--- src/hw/scs_defs.svh ---
// scs_defs.svh: offsets, field positions, reset values and counts for the
// slow clock source select block.
// assumes: included by bare name from each design file that needs it.
`ifndef SCS_DEFS_SVH
`define SCS_DEFS_SVH

`define SCS_ADDR_W 4
`define SCS_DATA_W 32
`define SCS_CFG_W 4

// byte addresses on the register bus
`define SCS_CFG_OFFSET 4'h0
`define SCS_STAT_OFFSET 4'h4

// slow_clock_config fields
`define SCS_CFG_RC_EN_BIT 0
`define SCS_CFG_XTAL_EN_BIT 1
`define SCS_CFG_BYPASS_BIT 2
`define SCS_CFG_SELECT_BIT 3
`define SCS_CFG_RESET 4'h1

// slow_clock_status fields
`define SCS_STAT_CUR_SEL_BIT 0
`define SCS_STAT_BUSY_BIT 1
`define SCS_STAT_DRAINED_BIT 2

// resynchronisation window that software waits, in slow clock cycles, then synchroniser depth in flip-flops
`define SCS_RESYNC_SLOW_CYCLES 5
`define SCS_SYNC_STAGES 2

`endif

--- src/hw/scs_pkg.sv ---
// scs_pkg: types shared by the slow clock source select design.
// assumes: nothing beyond the tool's own library.
package scs_pkg;

  // order along the switch path: run -> drain -> wait -> run; one bit changes per step except wait -> run
  typedef enum logic [1:0] {
    SCS_RUN = 2'b00,
    SCS_DRAIN = 2'b01,
    SCS_WAIT = 2'b11
  } scs_mux_state_t;

  typedef enum logic {
    SCS_SRC_RC = 1'b0,
    SCS_SRC_XTAL = 1'b1
  } scs_src_t;

endpackage : scs_pkg

--- src/hw/scs_clk_mux.sv ---
// scs_clk_mux: glitch-free two-source selector for the sampled slow clock.
// assumes: both sources already synchronised to clk_sys; target may change any time.
`timescale 1ns/1ps
module scs_clk_mux
  import scs_pkg::*;
(
  input wire logic clk_sys,
  input wire logic resetn,
  input wire logic rc_src,
  input wire logic xtal_src,
  input wire logic target_sel,
  output logic slow_clk,
  output logic cur_sel,
  output logic busy,
  output logic drained
);

  scs_mux_state_t state_reg;
  scs_mux_state_t state_next;
  logic cur_sel_reg;
  logic cur_sel_next;
  logic slow_clk_reg;
  logic new_src_reg;
  wire logic cur_src;
  wire logic new_src;
  wire logic pass_out;

  assign cur_src = cur_sel_reg ? xtal_src : rc_src;
  assign new_src = target_sel ? xtal_src : rc_src;
  // old clock finishes its high phase before the gate closes
  assign pass_out = (state_reg == SCS_RUN) || (state_reg == SCS_DRAIN);

  always_comb begin
    state_next = state_reg;
    cur_sel_next = cur_sel_reg;
    case (state_reg)
      SCS_RUN: begin
        if (target_sel != cur_sel_reg) begin
          state_next = SCS_DRAIN;
        end
      end
      SCS_DRAIN: begin
        if (!cur_src) begin
          state_next = SCS_WAIT;
        end
      end
      SCS_WAIT: begin
        // hand over just after a falling edge of the new source, so neither phase runs short;
        // limitation: a dead new source holds the switch until it toggles
        if (!new_src && new_src_reg) begin
          cur_sel_next = target_sel;
          state_next = SCS_RUN;
        end
      end
      default: begin
        state_next = SCS_RUN;
      end
    endcase
  end

  always_ff @(posedge clk_sys) begin
    if (!resetn) begin
      state_reg <= SCS_RUN;
      cur_sel_reg <= 1'b0;
      slow_clk_reg <= 1'b0;
      new_src_reg <= 1'b0;
    end else begin
      new_src_reg <= new_src;
      state_reg <= state_next;
      cur_sel_reg <= cur_sel_next;
      slow_clk_reg <= pass_out & cur_src;
    end
  end

  assign slow_clk = slow_clk_reg;
  assign cur_sel = cur_sel_reg;
  assign busy = (state_reg != SCS_RUN);
  assign drained = (state_reg == SCS_WAIT);

endmodule : scs_clk_mux

--- src/hw/scs_sync.sv ---
// scs_sync: two flip-flop level synchroniser, one per bit.
// assumes: inputs are asynchronous to clk_sys; only the last stage is read.
`timescale 1ns/1ps
module scs_sync #(
  parameter int WIDTH = 1
) (
  input wire logic clk_sys,
  input wire logic resetn,
  input wire logic [WIDTH-1:0] async_in,
  output logic [WIDTH-1:0] sync_out
);

  logic [WIDTH-1:0] meta_reg;
  logic [WIDTH-1:0] sync_reg;

  always_ff @(posedge clk_sys) begin
    if (!resetn) begin
      meta_reg <= '0;
      sync_reg <= '0;
    end else begin
      meta_reg <= async_in;
      sync_reg <= meta_reg;
    end
  end

  assign sync_out = sync_reg;

endmodule : scs_sync

--- src/hw/scs_top.sv ---
// scs_top: slow clock source select with its configuration register.
// assumes: Avalon-MM master on clk_sys; resetn is the backup-supply power-on
// reset, so the register keeps its contents while that supply stays up.
// Functional notes
// - the enable, bypass and select bits live in the backup domain and survive while its supply stays present.
// - the RC oscillator runs while its enable bit is 1 and the crystal oscillator while its enable bit is 1.
// - the slow clock comes from the crystal when select is 1 and from the RC oscillator when it is 0.
// - with bypass set the crystal path takes an external clock from the crystal input pin.
// - after backup power-on reset the RC enable is 1, crystal enable 0 and select 0.
// - the block never sequences a switch on its own; only software writes change the bits.
// - changing select never produces a glitch on the slow clock output; a bypass change with the crystal selected switches at once.
`timescale 1ns/1ps
`include "scs_defs.svh"
module scs_top
  import scs_pkg::*;
(
  input wire logic clk_sys,
  input wire logic resetn,
  input wire logic [`SCS_ADDR_W-1:0] avs_address,
  input wire logic avs_read,
  input wire logic avs_write,
  input wire logic [`SCS_DATA_W-1:0] avs_writedata,
  input wire logic [3:0] avs_byteenable,
  output logic [`SCS_DATA_W-1:0] avs_readdata,
  output logic avs_waitrequest,
  input wire logic rc_osc_clk,
  input wire logic xtal_osc_clk,
  input wire logic xtal_input_pin,
  output logic rc_osc_enable,
  output logic xtal_osc_enable,
  output logic xtal_bypass,
  output logic slow_clk
);

  // register bus
  logic ack_reg;
  logic [`SCS_DATA_W-1:0] readdata_reg;
  logic [`SCS_DATA_W-1:0] readdata_next;
  logic [`SCS_CFG_W-1:0] cfg_reg;
  logic [`SCS_CFG_W-1:0] cfg_next;
  wire logic req;
  wire logic accept;
  wire logic hit_cfg;
  wire logic hit_stat;
  wire logic wr_cfg;
  wire logic [`SCS_DATA_W-1:0] stat_word;
  wire logic [`SCS_DATA_W-1:0] cfg_word;
  wire logic [`SCS_DATA_W-1:0] rd_mux;

  // clock path
  wire logic [2:0] pins_async;
  wire logic [2:0] pins_sync;
  wire logic rc_s;
  wire logic xtal_s;
  wire logic pin_s;
  wire logic rc_src;
  wire logic xtal_src;
  wire logic mux_cur_sel;
  wire logic mux_busy;
  wire logic mux_drained;
  wire logic mux_run;

  function automatic logic [`SCS_DATA_W-1:0] scs_zext(input logic [`SCS_CFG_W-1:0] v);
    scs_zext = {{(`SCS_DATA_W-`SCS_CFG_W){1'b0}}, v};
  endfunction : scs_zext

  // one wait cycle per access: request seen, then answered
  assign req = avs_read | avs_write;
  assign accept = req & ack_reg;
  assign avs_waitrequest = req & ~ack_reg;
  assign hit_cfg = (avs_address == `SCS_CFG_OFFSET);
  assign hit_stat = (avs_address == `SCS_STAT_OFFSET);
  // only byte lane 0 holds bits; other lanes are ignored
  assign wr_cfg = accept & avs_write & hit_cfg & avs_byteenable[0];

  assign cfg_word = scs_zext(cfg_reg);
  assign stat_word = scs_zext({1'b0, mux_drained, mux_busy, mux_cur_sel});
  // unmapped addresses read as zero and ignore writes
  assign rd_mux = hit_cfg ? cfg_word : (hit_stat ? stat_word : '0);

  always_comb begin
    cfg_next = cfg_reg;
    if (wr_cfg) begin
      cfg_next = avs_writedata[`SCS_CFG_W-1:0];
    end
  end

  always_comb begin
    readdata_next = readdata_reg;
    if (avs_read && !ack_reg) begin
      readdata_next = rd_mux;
    end
  end

  always_ff @(posedge clk_sys) begin
    if (!resetn) begin
      ack_reg <= 1'b0;
      readdata_reg <= '0;
    end else begin
      ack_reg <= req & ~ack_reg;
      readdata_reg <= readdata_next;
    end
  end

  // backup-domain bits: loaded with SCS_CFG_RESET only by the backup power-on reset
  always_ff @(posedge clk_sys) begin
    if (!resetn) begin
      cfg_reg <= `SCS_CFG_RESET;
    end else begin
      cfg_reg <= cfg_next;
    end
  end

  assign avs_readdata = readdata_reg;

  // oscillator controls come straight from the stored bits
  assign rc_osc_enable = cfg_reg[`SCS_CFG_RC_EN_BIT];
  assign xtal_osc_enable = cfg_reg[`SCS_CFG_XTAL_EN_BIT];
  assign xtal_bypass = cfg_reg[`SCS_CFG_BYPASS_BIT];

  assign pins_async = {xtal_input_pin, xtal_osc_clk, rc_osc_clk};

  scs_sync #(
    .WIDTH(3)
  ) u_pin_sync (
    .clk_sys(clk_sys),
    .resetn(resetn),
    .async_in(pins_async),
    .sync_out(pins_sync)
  );

  assign rc_s = pins_sync[0];
  assign xtal_s = pins_sync[1];
  assign pin_s = pins_sync[2];

  // a disabled oscillator contributes a steady low
  assign rc_src = rc_s & cfg_reg[`SCS_CFG_RC_EN_BIT];
  // bypass takes the pin even with the crystal amplifier disabled
  assign xtal_src = cfg_reg[`SCS_CFG_BYPASS_BIT] ? pin_s : (xtal_s & cfg_reg[`SCS_CFG_XTAL_EN_BIT]);

  scs_clk_mux u_mux (
    .clk_sys(clk_sys),
    .resetn(resetn),
    .rc_src(rc_src),
    .xtal_src(xtal_src),
    .target_sel(cfg_reg[`SCS_CFG_SELECT_BIT]),
    .slow_clk(slow_clk),
    .cur_sel(mux_cur_sel),
    .busy(mux_busy),
    .drained(mux_drained)
  );

  assign mux_run = ~mux_busy;

  // ---- assertions

  property p_reset_default;
    @(posedge clk_sys) disable iff (!resetn)
    $past(!resetn) |-> (cfg_reg == `SCS_CFG_RESET) && rc_osc_enable && !xtal_osc_enable && !slow_clk;
  endproperty
  a_reset_default: assert property (p_reset_default) else $error("config not at default after reset");

  property p_bits_hold;
    @(posedge clk_sys) disable iff (!resetn)
    !wr_cfg |=> $stable(cfg_reg);
  endproperty
  a_bits_hold: assert property (p_bits_hold) else $error("config changed without a write");

  property p_readback;
    @(posedge clk_sys) disable iff (!resetn)
    (avs_read && !avs_waitrequest && hit_cfg) |-> avs_readdata == scs_zext(cfg_reg);
  endproperty
  a_readback: assert property (p_readback) else $error("config readback differs from stored bits");

  property p_rc_enable;
    @(posedge clk_sys) disable iff (!resetn)
    wr_cfg |=> rc_osc_enable == $past(avs_writedata[`SCS_CFG_RC_EN_BIT]);
  endproperty
  a_rc_enable: assert property (p_rc_enable) else $error("rc enable does not follow write");

  property p_xtal_enable;
    @(posedge clk_sys) disable iff (!resetn)
    wr_cfg |=> xtal_osc_enable == $past(avs_writedata[`SCS_CFG_XTAL_EN_BIT]);
  endproperty
  a_xtal_enable: assert property (p_xtal_enable) else $error("crystal enable does not follow write");

  property p_bypass_path;
    @(posedge clk_sys) disable iff (!resetn)
    (mux_run && mux_cur_sel && xtal_bypass) |=> slow_clk == $past(pin_s);
  endproperty
  a_bypass_path: assert property (p_bypass_path) else $error("bypass clock not passed to output");

  property p_select_follows;
    @(posedge clk_sys) disable iff (!resetn)
    (mux_run && !mux_cur_sel) |=> slow_clk == $past(rc_src);
  endproperty
  a_select_follows: assert property (p_select_follows) else $error("rc source not passed to output");

  property p_switch_starts;
    @(posedge clk_sys) disable iff (!resetn)
    (mux_run && (mux_cur_sel != cfg_reg[`SCS_CFG_SELECT_BIT])) |=> mux_busy;
  endproperty
  a_switch_starts: assert property (p_switch_starts) else $error("select change not picked up");

  property p_gap_low;
    @(posedge clk_sys) disable iff (!resetn)
    mux_drained |=> !slow_clk;
  endproperty
  a_gap_low: assert property (p_gap_low) else $error("output not held low during handover");

  property p_no_cut_high;
    @(posedge clk_sys) disable iff (!resetn)
    (mux_run && $past(mux_run) && $fell(slow_clk)) |-> !$past(mux_cur_sel ? xtal_src : rc_src);
  endproperty
  a_no_cut_high: assert property (p_no_cut_high) else $error("high phase cut short");

  property p_bus_answer;
    @(posedge clk_sys) disable iff (!resetn)
    req |-> ##[0:1] !avs_waitrequest;
  endproperty
  a_bus_answer: assert property (p_bus_answer) else $error("bus request not answered in one wait cycle");

  property p_write_takes;
    @(posedge clk_sys) disable iff (!resetn)
    wr_cfg |=> cfg_reg == $past(avs_writedata[`SCS_CFG_W-1:0]);
  endproperty
  a_write_takes: assert property (p_write_takes) else $error("config write not stored");

  property p_unmapped_zero;
    @(posedge clk_sys) disable iff (!resetn)
    (avs_read && !avs_waitrequest && !hit_cfg && !hit_stat) |-> avs_readdata == '0;
  endproperty
  a_unmapped_zero: assert property (p_unmapped_zero) else $error("unmapped read not zero");

  property p_status_upper;
    @(posedge clk_sys) disable iff (!resetn)
    (avs_read && !avs_waitrequest && hit_stat) |-> avs_readdata[`SCS_DATA_W-1:3] == '0;
  endproperty
  a_status_upper: assert property (p_status_upper) else $error("status upper bits not zero");

  c_to_xtal: cover property (@(posedge clk_sys) disable iff (!resetn) mux_busy ##1 (mux_run && mux_cur_sel));
  c_to_rc: cover property (@(posedge clk_sys) disable iff (!resetn) mux_busy ##1 (mux_run && !mux_cur_sel));
  c_bypass: cover property (@(posedge clk_sys) disable iff (!resetn) mux_run && mux_cur_sel && xtal_bypass && slow_clk);
  c_read_stat: cover property (@(posedge clk_sys) disable iff (!resetn) avs_read && !avs_waitrequest && hit_stat);

endmodule : scs_top

--- config.mk ---
export PLATFORM = sky130hd
export DESIGN_NAME = scs_top
export DESIGN_NICKNAME = d
export VERILOG_FILES = /design/src/hw/scs_pkg.sv /design/src/hw/scs_clk_mux.sv /design/src/hw/scs_sync.sv /design/src/hw/scs_top.sv
export VERILOG_INCLUDE_DIRS = /design/src /design/src/hw
export SDC_FILE = /design/constraint.sdc
export NUM_CORES = 1
export LEC_CHECK = 0
export BUFFER_PORTS_ARGS = -buffer_cell sky130_fd_sc_hd__buf_2
export CORE_AREA = 2 2 58 60
export CTS_CLUSTER_DIAMETER = 30
export DETAILED_ROUTE_END_ITERATION = 8
export DIE_AREA = 0 0 60 62
export PLACE_DENSITY = 0.74
export SYNTH_ARGS = -nofsm -noshare
export SYNTH_HDL_FRONTEND = slang
export SYNTH_SLANG_ARGS = --single-unit
--- constraint.sdc ---
create_clock -name clk_sys -period 1.1 [get_ports clk_sys]
set_input_delay 0.055 -clock clk_sys [delete_from_list [all_inputs] [get_ports clk_sys]]
set_output_delay 0.055 -clock clk_sys [all_outputs]
set_load 0.005 [all_outputs]
==> results.md, run 1 <==
* Status: completed
* Max-cap violation count at 0
* First drt pass iteration count at 4
* Final setup vio count at 0
* Setup TNS at 0 ns
* Vias per cell at 4.15
* PnR worst setup slack at approximately 0.036 ns
* Die area at 3720 um2
* Routed WL at 2.08 mm
* Num rows at 21
* Clk Latency, worst-skew pair at 0.30 ns
* Slowest-stage cell, CP: dfxtp_4
* Syn Std Cell Area at roughly 1100 um2
* Nets@finish at 207
* Initial antenna violation count at 0
* DR WL/cell at 10.1 um
* Final worst path period need at 1.06 ns
* Number of routed nets with antenna violations at 0
* Worst endpoint required time at 1.33 ns
* LEAKAGE at 0.641 nW
* Most frequent cells in the layout: conb_1 (28), buf_2 (24), dfxtp_1 (14), nand2_1 (10), buf_4 (10)
* Period utilization at 0.967
* Hold Slack at between 0.06 and 0.07 ns
* Unrepaired setup endpoints after global routing: yes
* CTS root buffer: clkbuf_4
* Register area share after synthesis at 0.378
* Clock-pin slew on the worst setup and hold paths at about 0.11 ns
* # DRC at 0
* DP Worst Slack at -0.0259 ns
* Largest net degree at the start of global routing at 12
* Core Area at 3180 um2
* Die Ht at a little over 60 um
* Fmax at 940 MHz
* Gr ovfl total at 0
* H-tree levels at 1
* Iteration-0 DRC Markers at 20
* Placed cell areas at 1180 um2
* Cell area after layout at 1380 um2
* Initial Util at 0.333
* Synthesized area per cell at ~9.1 um2
* Proportion of layout cells with a drive suffix above 1 at 0.377
* Startpoint types: flop
* I/O pin total at 84
* Slew Viols, Final at 0
* Post-synthesis cell type count at 31
* Slowest stage delay, CP at between 0.3 and 0.4 ns
* Vias in the first global route at 707
* Final Util at 0.435
* Peak VDD IR at 0.000835 V
* Critical path endpoint category: flop
* Area leader, netlist: dfxtp_1
* #FFs+latches synth at 20
* Port bufs at 24
* Layout Skew at 0.00362 ns
* Total Routing Usage GR at 0.120
* First-pass GRT wire length at 3.27 mm
* YS warnings at 0
* Crit-path cells: and2_4 > a32o_1 > a221oi_2
* Gate Count Post-Synth at 116
* Area growth syn-to-layout at 30.6%
* Max Root-Sink Buffers at 2
* Critical path class: reg2reg
* Critical path data arrival time at 1.29 ns
* Commonest non-fill, non-tap cell in the layout: conb_1
* Worst Hold Class: in2reg
* Synth area leaders: dfxtp_1 (38%), buf_4 (20%), and2_1 (5.9%)
* Crit Path Max Fanout at 5
* CTS Sinks at 20
* Top cell type's share of synthesized area at 0.378
* Die X at approximately 60 um
* CTS tree: done
* RePlAce Congestion at 0.843
* Final Hold Fails at 0
* TritonCTS Buffers at 3
* Routed via count at roughly 850
* PD cells at 963 nW/um2
* Post-detailed-placement half-perimeter wirelength at 1.48 mm
* Ant diodes at 0
==> report_power, final <==
part           leakage [nW]  internal [mW]  switching [mW]
clock                0.0210          0.202           0.222
combinational         0.455         0.0772          0.0821
sequential            0.165          0.737          0.0106
==> cells in the mapped netlist <==
library cell / number
nand2_1: 11
buf_4: 28
nand2b_1: 1
mux2_2: 1
a32o_1: 1
nand3_1: 2
nor2b_1: 2
nor2_1: 7
dfxtp_1: 20
inv_1: 2
a221oi_1: 1
and2_1: 10
mux2i_1: 4
a311oi_1: 2
and3_1: 2
nor4b_1: 1
nor3_1: 1
nand3b_4: 1
clkbuf_1: 1
buf_6: 1
nor3b_4: 1
a41o_2: 1
o21bai_1: 1
nand4_1: 2
o211ai_1: 1
o41ai_1: 1
nor3_4: 1
nand4b_1: 1
a21oi_1: 6
conb_1: 1
o31ai_1: 1
==> final cells by class <==
class                   count  area (um2)
inverters                   2        7.51
well taps                  46        57.6
repair buffers             42         277
flip-flops and latches     20         413
clock buffers               4        36.3
multi-input cells          91         592
fillers                   328        1800
==> routing by layer <==
| metal | vias up | wire length [um] | GRT usage |
|---|---|---|---|
| met2 | 33 | 1090 | 0.203 |
| li1 | 430 | - | - |
| met3 | 6 | 120 | 0.0393 |
| met1 | 382 | 810 | 0.141 |
| met5 | - | 0 | 0 |
| met4 | 0 | 51 | 0.0476 |
==> kinds of logic after synthesis <==
group           synth area share
buf+inv                    0.220
simple gates               0.247
compound gates             0.103
mux                       0.0485
flops                      0.378
other cells              0.00354
==> final timing paths <==
path / start / end / slack (ns) / cells after the start
worst min register to register: u_pin_sync.meta_reg[2]$_SDFF_PN0_ / u_pin_sync.sync_out[2]$_SDFF_PN0_ / 0.45 / 1
worst min-delay path: avs_read / ack_reg$_SDFF_PN0_ / 0.06 / 3
worst max-delay path: u_mux.state_reg[1]$_SDFFE_PN0P_ / u_mux.state_reg[0]$_SDFFE_PN0P_ / 0.04 / 3
worst max register to register: u_mux.state_reg[1]$_SDFFE_PN0P_ / u_mux.state_reg[0]$_SDFFE_PN0P_ / 0.04 / 3
==> stage by stage <==
step | power [mW] | instances
floorplan | 0.903 | 143
global placement | 0.892 | 192
detailed placement | 0.895 | 192
CTS | 1.33 | 202
global route | 1.40 | 205
finish | 1.33 | 205
==> critical path: cells and delay by family, from the launching register on <==
kind | cells | cell delay (ns)
AND/OR/NAND/NOR | 1 | 0.14
flip-flops | 1 | 0.37
AO/OA/AOI/OAI | 2 | 0.48
==> repair_timing <==
item | in CTS | in global routing
resized for setup | 5 | 16
pin swaps | 0 | 4
endpoints found under the hold margin | 6 | 1
hold buffers | 6 | 1
buffers inserted | 0 | 2
endpoints found under the setup margin | 6 | 8
Power figures use the tool's default switching activity.
==> inputs of run 2 (changes only) <==
==> constraint.sdc (replaced) <==
create_clock -name clk_sys -period 0.85 [get_ports clk_sys]
set_input_delay 0.0425 -clock clk_sys [delete_from_list [all_inputs] [get_ports clk_sys]]
set_output_delay 0.0425 -clock clk_sys [all_outputs]
set_load 0.005 [all_outputs]
==> results.md, run 2 (synthesis gave the netlist of run 1 again) <==
* Peak VDD IR at roughly 0.00078 V
* Slowest-stage cell, CP: dfxtp_4
* Num rows at 21
* I/O pin total at 84
* DR WL/cell at 10.7 um
* Vias per cell at 4.20
* Hold Path Sink: u_mux.state_reg[0]$_SDFFE_PN0P_
* LEAKAGE at 0.673 nW
* Clk network pwr share at 0.316
* Clk Latency, worst-skew pair at around 0.31 ns
* CTS Sinks at 20
* Register area at 425 um2
* Slowest stage delay, CP at 0.39 ns
* Final worst path period need at between 1 and 1.5 ns
* Layout Skew at 0.0112 ns
* Hold_sp: resetn
* Proportion of layout cells with a drive suffix above 1 at 0.475
* CTS tree: done
* Critical path class: reg2reg
* Largest net degree at the start of global routing at 15
* Nets@finish at 208
* Vias in the first global route at 777
* Gr ovfl total at 0
* Die X at 60 um
* Sw Ratio at 0.244
* Critical path endpoint category: flop
* Failing checks: negative setup slack
* Routed WL at 2.20 mm
* Port bufs at 24
* # DRC at 0
* Core Area at 3180 um2
* Combinational share of power at 0.135
* Max-cap violation count at 0
* Cell family with most CP delay: flip-flops
* Post-detailed-placement half-perimeter wirelength at 1.46 mm
* Die area at 3720 um2
* Filler cell count at 311
* Multi-input gate area at 639 um2
* DP Worst Slack at -0.216 ns
* Period utilization at 1.26
* Reg2reg setup slack at -0.22 ns
* PnR worst setup slack at -0.218 ns
* Total Routing Usage GR at 0.128
* CTS root buffer: clkbuf_4
* R2R depth at 3
* Most frequent cells in the layout: conb_1 (28), buf_2 (21), nand2_1 (9)
* Fmax at 937 MHz
* Initial Util at 0.333
* Final Hold Fails at 0
* RePlAce Congestion at 0.835
* Switching pwr at around 430 uW
* Worst R2R End: cfg_reg[2]$_SDFFE_PN0P_
* Worst Hold Class: in2reg
* Final setup vio count at 17
* Critical path data arrival time at 1.30 ns
* Hold path cells at 3
* Routed via count at between 800 and 900
* Max Root-Sink Buffers at 2
* Worst endpoint required time at 1.08 ns
* Initial antenna violation count at 0
* Area growth syn-to-layout at 40.2%
* Commonest non-fill, non-tap cell in the layout: conb_1
* Ant diodes at 0
* PD cells at roughly 1200 nW/um2
* Status: finished, violations left
* Clock-pin slew on the worst setup and hold paths at 0.12 ns
* H-tree levels at 1
* First-pass GRT wire length at 3.46 mm
* Final Util at 0.467
* Slew Viols, Final at 0
* Iteration-0 DRC Markers at 24
* Number of routed nets with antenna violations at 0
* Worst path buffer plus inverter count at 0
* Unrepaired setup endpoints after global routing: yes
* Crit-path cells: nand3_4 > nor3b_4 > mux2i_1
* Internal at 1.33 mW
* Cts hold-fix bufs at 7
* Die Ht at 62 um
* Startpoint types: flop
* Crit Path Max Fanout at 4
* Reg2reg start: ack_reg$_SDFF_PN0_
* First drt pass iteration count at 4
* Share of power burned in registers at 0.549
* TritonCTS Buffers at 3
run 2: cell types whose count changed in the layout (fill, tap and decap cells not counted), sizes merged:
| cell | before | now |
|---|---|---|
| buf | 35 | 36 |
run 2: area by class of cell:
cell class,count,share of cell area
clock buffers,4,0.0245
well taps,46,0.0388
inverters,2,0.00506
multi-input cells,91,0.431
repair buffers,43,0.214
flip-flops and latches,20,0.287
run 2: power by group through the flow:
stage	sequential (mW)	clock (mW)	combinational [mW]
2_1_floorplan	0.990	0	0.187
3_3_place_gp	0.991	0	0.179
3_5_place_dp	0.992	0	0.179
4_1_cts	0.960	0.574	0.228
5_1_grt	0.966	0.616	0.265
6_report	0.963	0.555	0.236
run 2: per-layer routing:
layer,wire length (um),vias to the layer above,track usage
li1,-,428,-
met1,884,398,0.145
met2,1150,35,0.231
met3,137,5,0.0373
met4,23,0,0.0381
met5,0,-,0
run 2: stage by stage:
stage / hold slack [ns] / TNS (ns) / power [mW] / cell area, um2 / std cells
floorplan: 0.170 / -1.08 / 1.18 / 1190 / 143
global placement: 0.249 / -1.67 / 1.17 / 1220 / 193
detailed placement: 0.251 / -1.89 / 1.17 / 1220 / 193
CTS: -0.00819 / -2.32 / 1.76 / 1470 / 206
global route: -0.00846 / -3.31 / 1.85 / 1480 / 206
finish: 0.00105 / -2.43 / 1.75 / 1480 / 206
run 2: worst max path at each step:
stage                            start                              end  slack (ns)  cells after the start
5_1_grt             ack_reg$_SDFF_PN0_          cfg_reg[2]$_SDFFE_PN0P_       -0.29                      3
4_1_cts             ack_reg$_SDFF_PN0_          cfg_reg[2]$_SDFFE_PN0P_       -0.22                      3
2_1_floorplan  cfg_reg[2]$_SDFFE_PN0P_  u_mux.state_reg[0]$_SDFFE_PN0P_       -0.18                      3
3_3_place_gp   cfg_reg[0]$_SDFFE_PN1P_  u_mux.state_reg[1]$_SDFFE_PN0P_       -0.20                      3
3_5_place_dp   cfg_reg[2]$_SDFFE_PN0P_  u_mux.state_reg[0]$_SDFFE_PN0P_       -0.22                      3
6_report            ack_reg$_SDFF_PN0_          cfg_reg[2]$_SDFFE_PN0P_       -0.22                      3
run 2: tightest hold or removal path: cells and delay by family:
kind	cells	cell delay [ns]
buffers and inverters	1	0.13
AOI/OAI and AO/OA	2	0.10
run 2: what timing repair did:
| item | CTS | global route |
|---|---|---|
| hold endpoints to repair | 8 | 1 |
| gates cloned | 0 | 0 |
| pin swaps | 13 | 3 |
| buffers inserted | 2 | 0 |
| endpoints found under the setup margin | 17 | 20 |
| resized for setup | 31 | 6 |
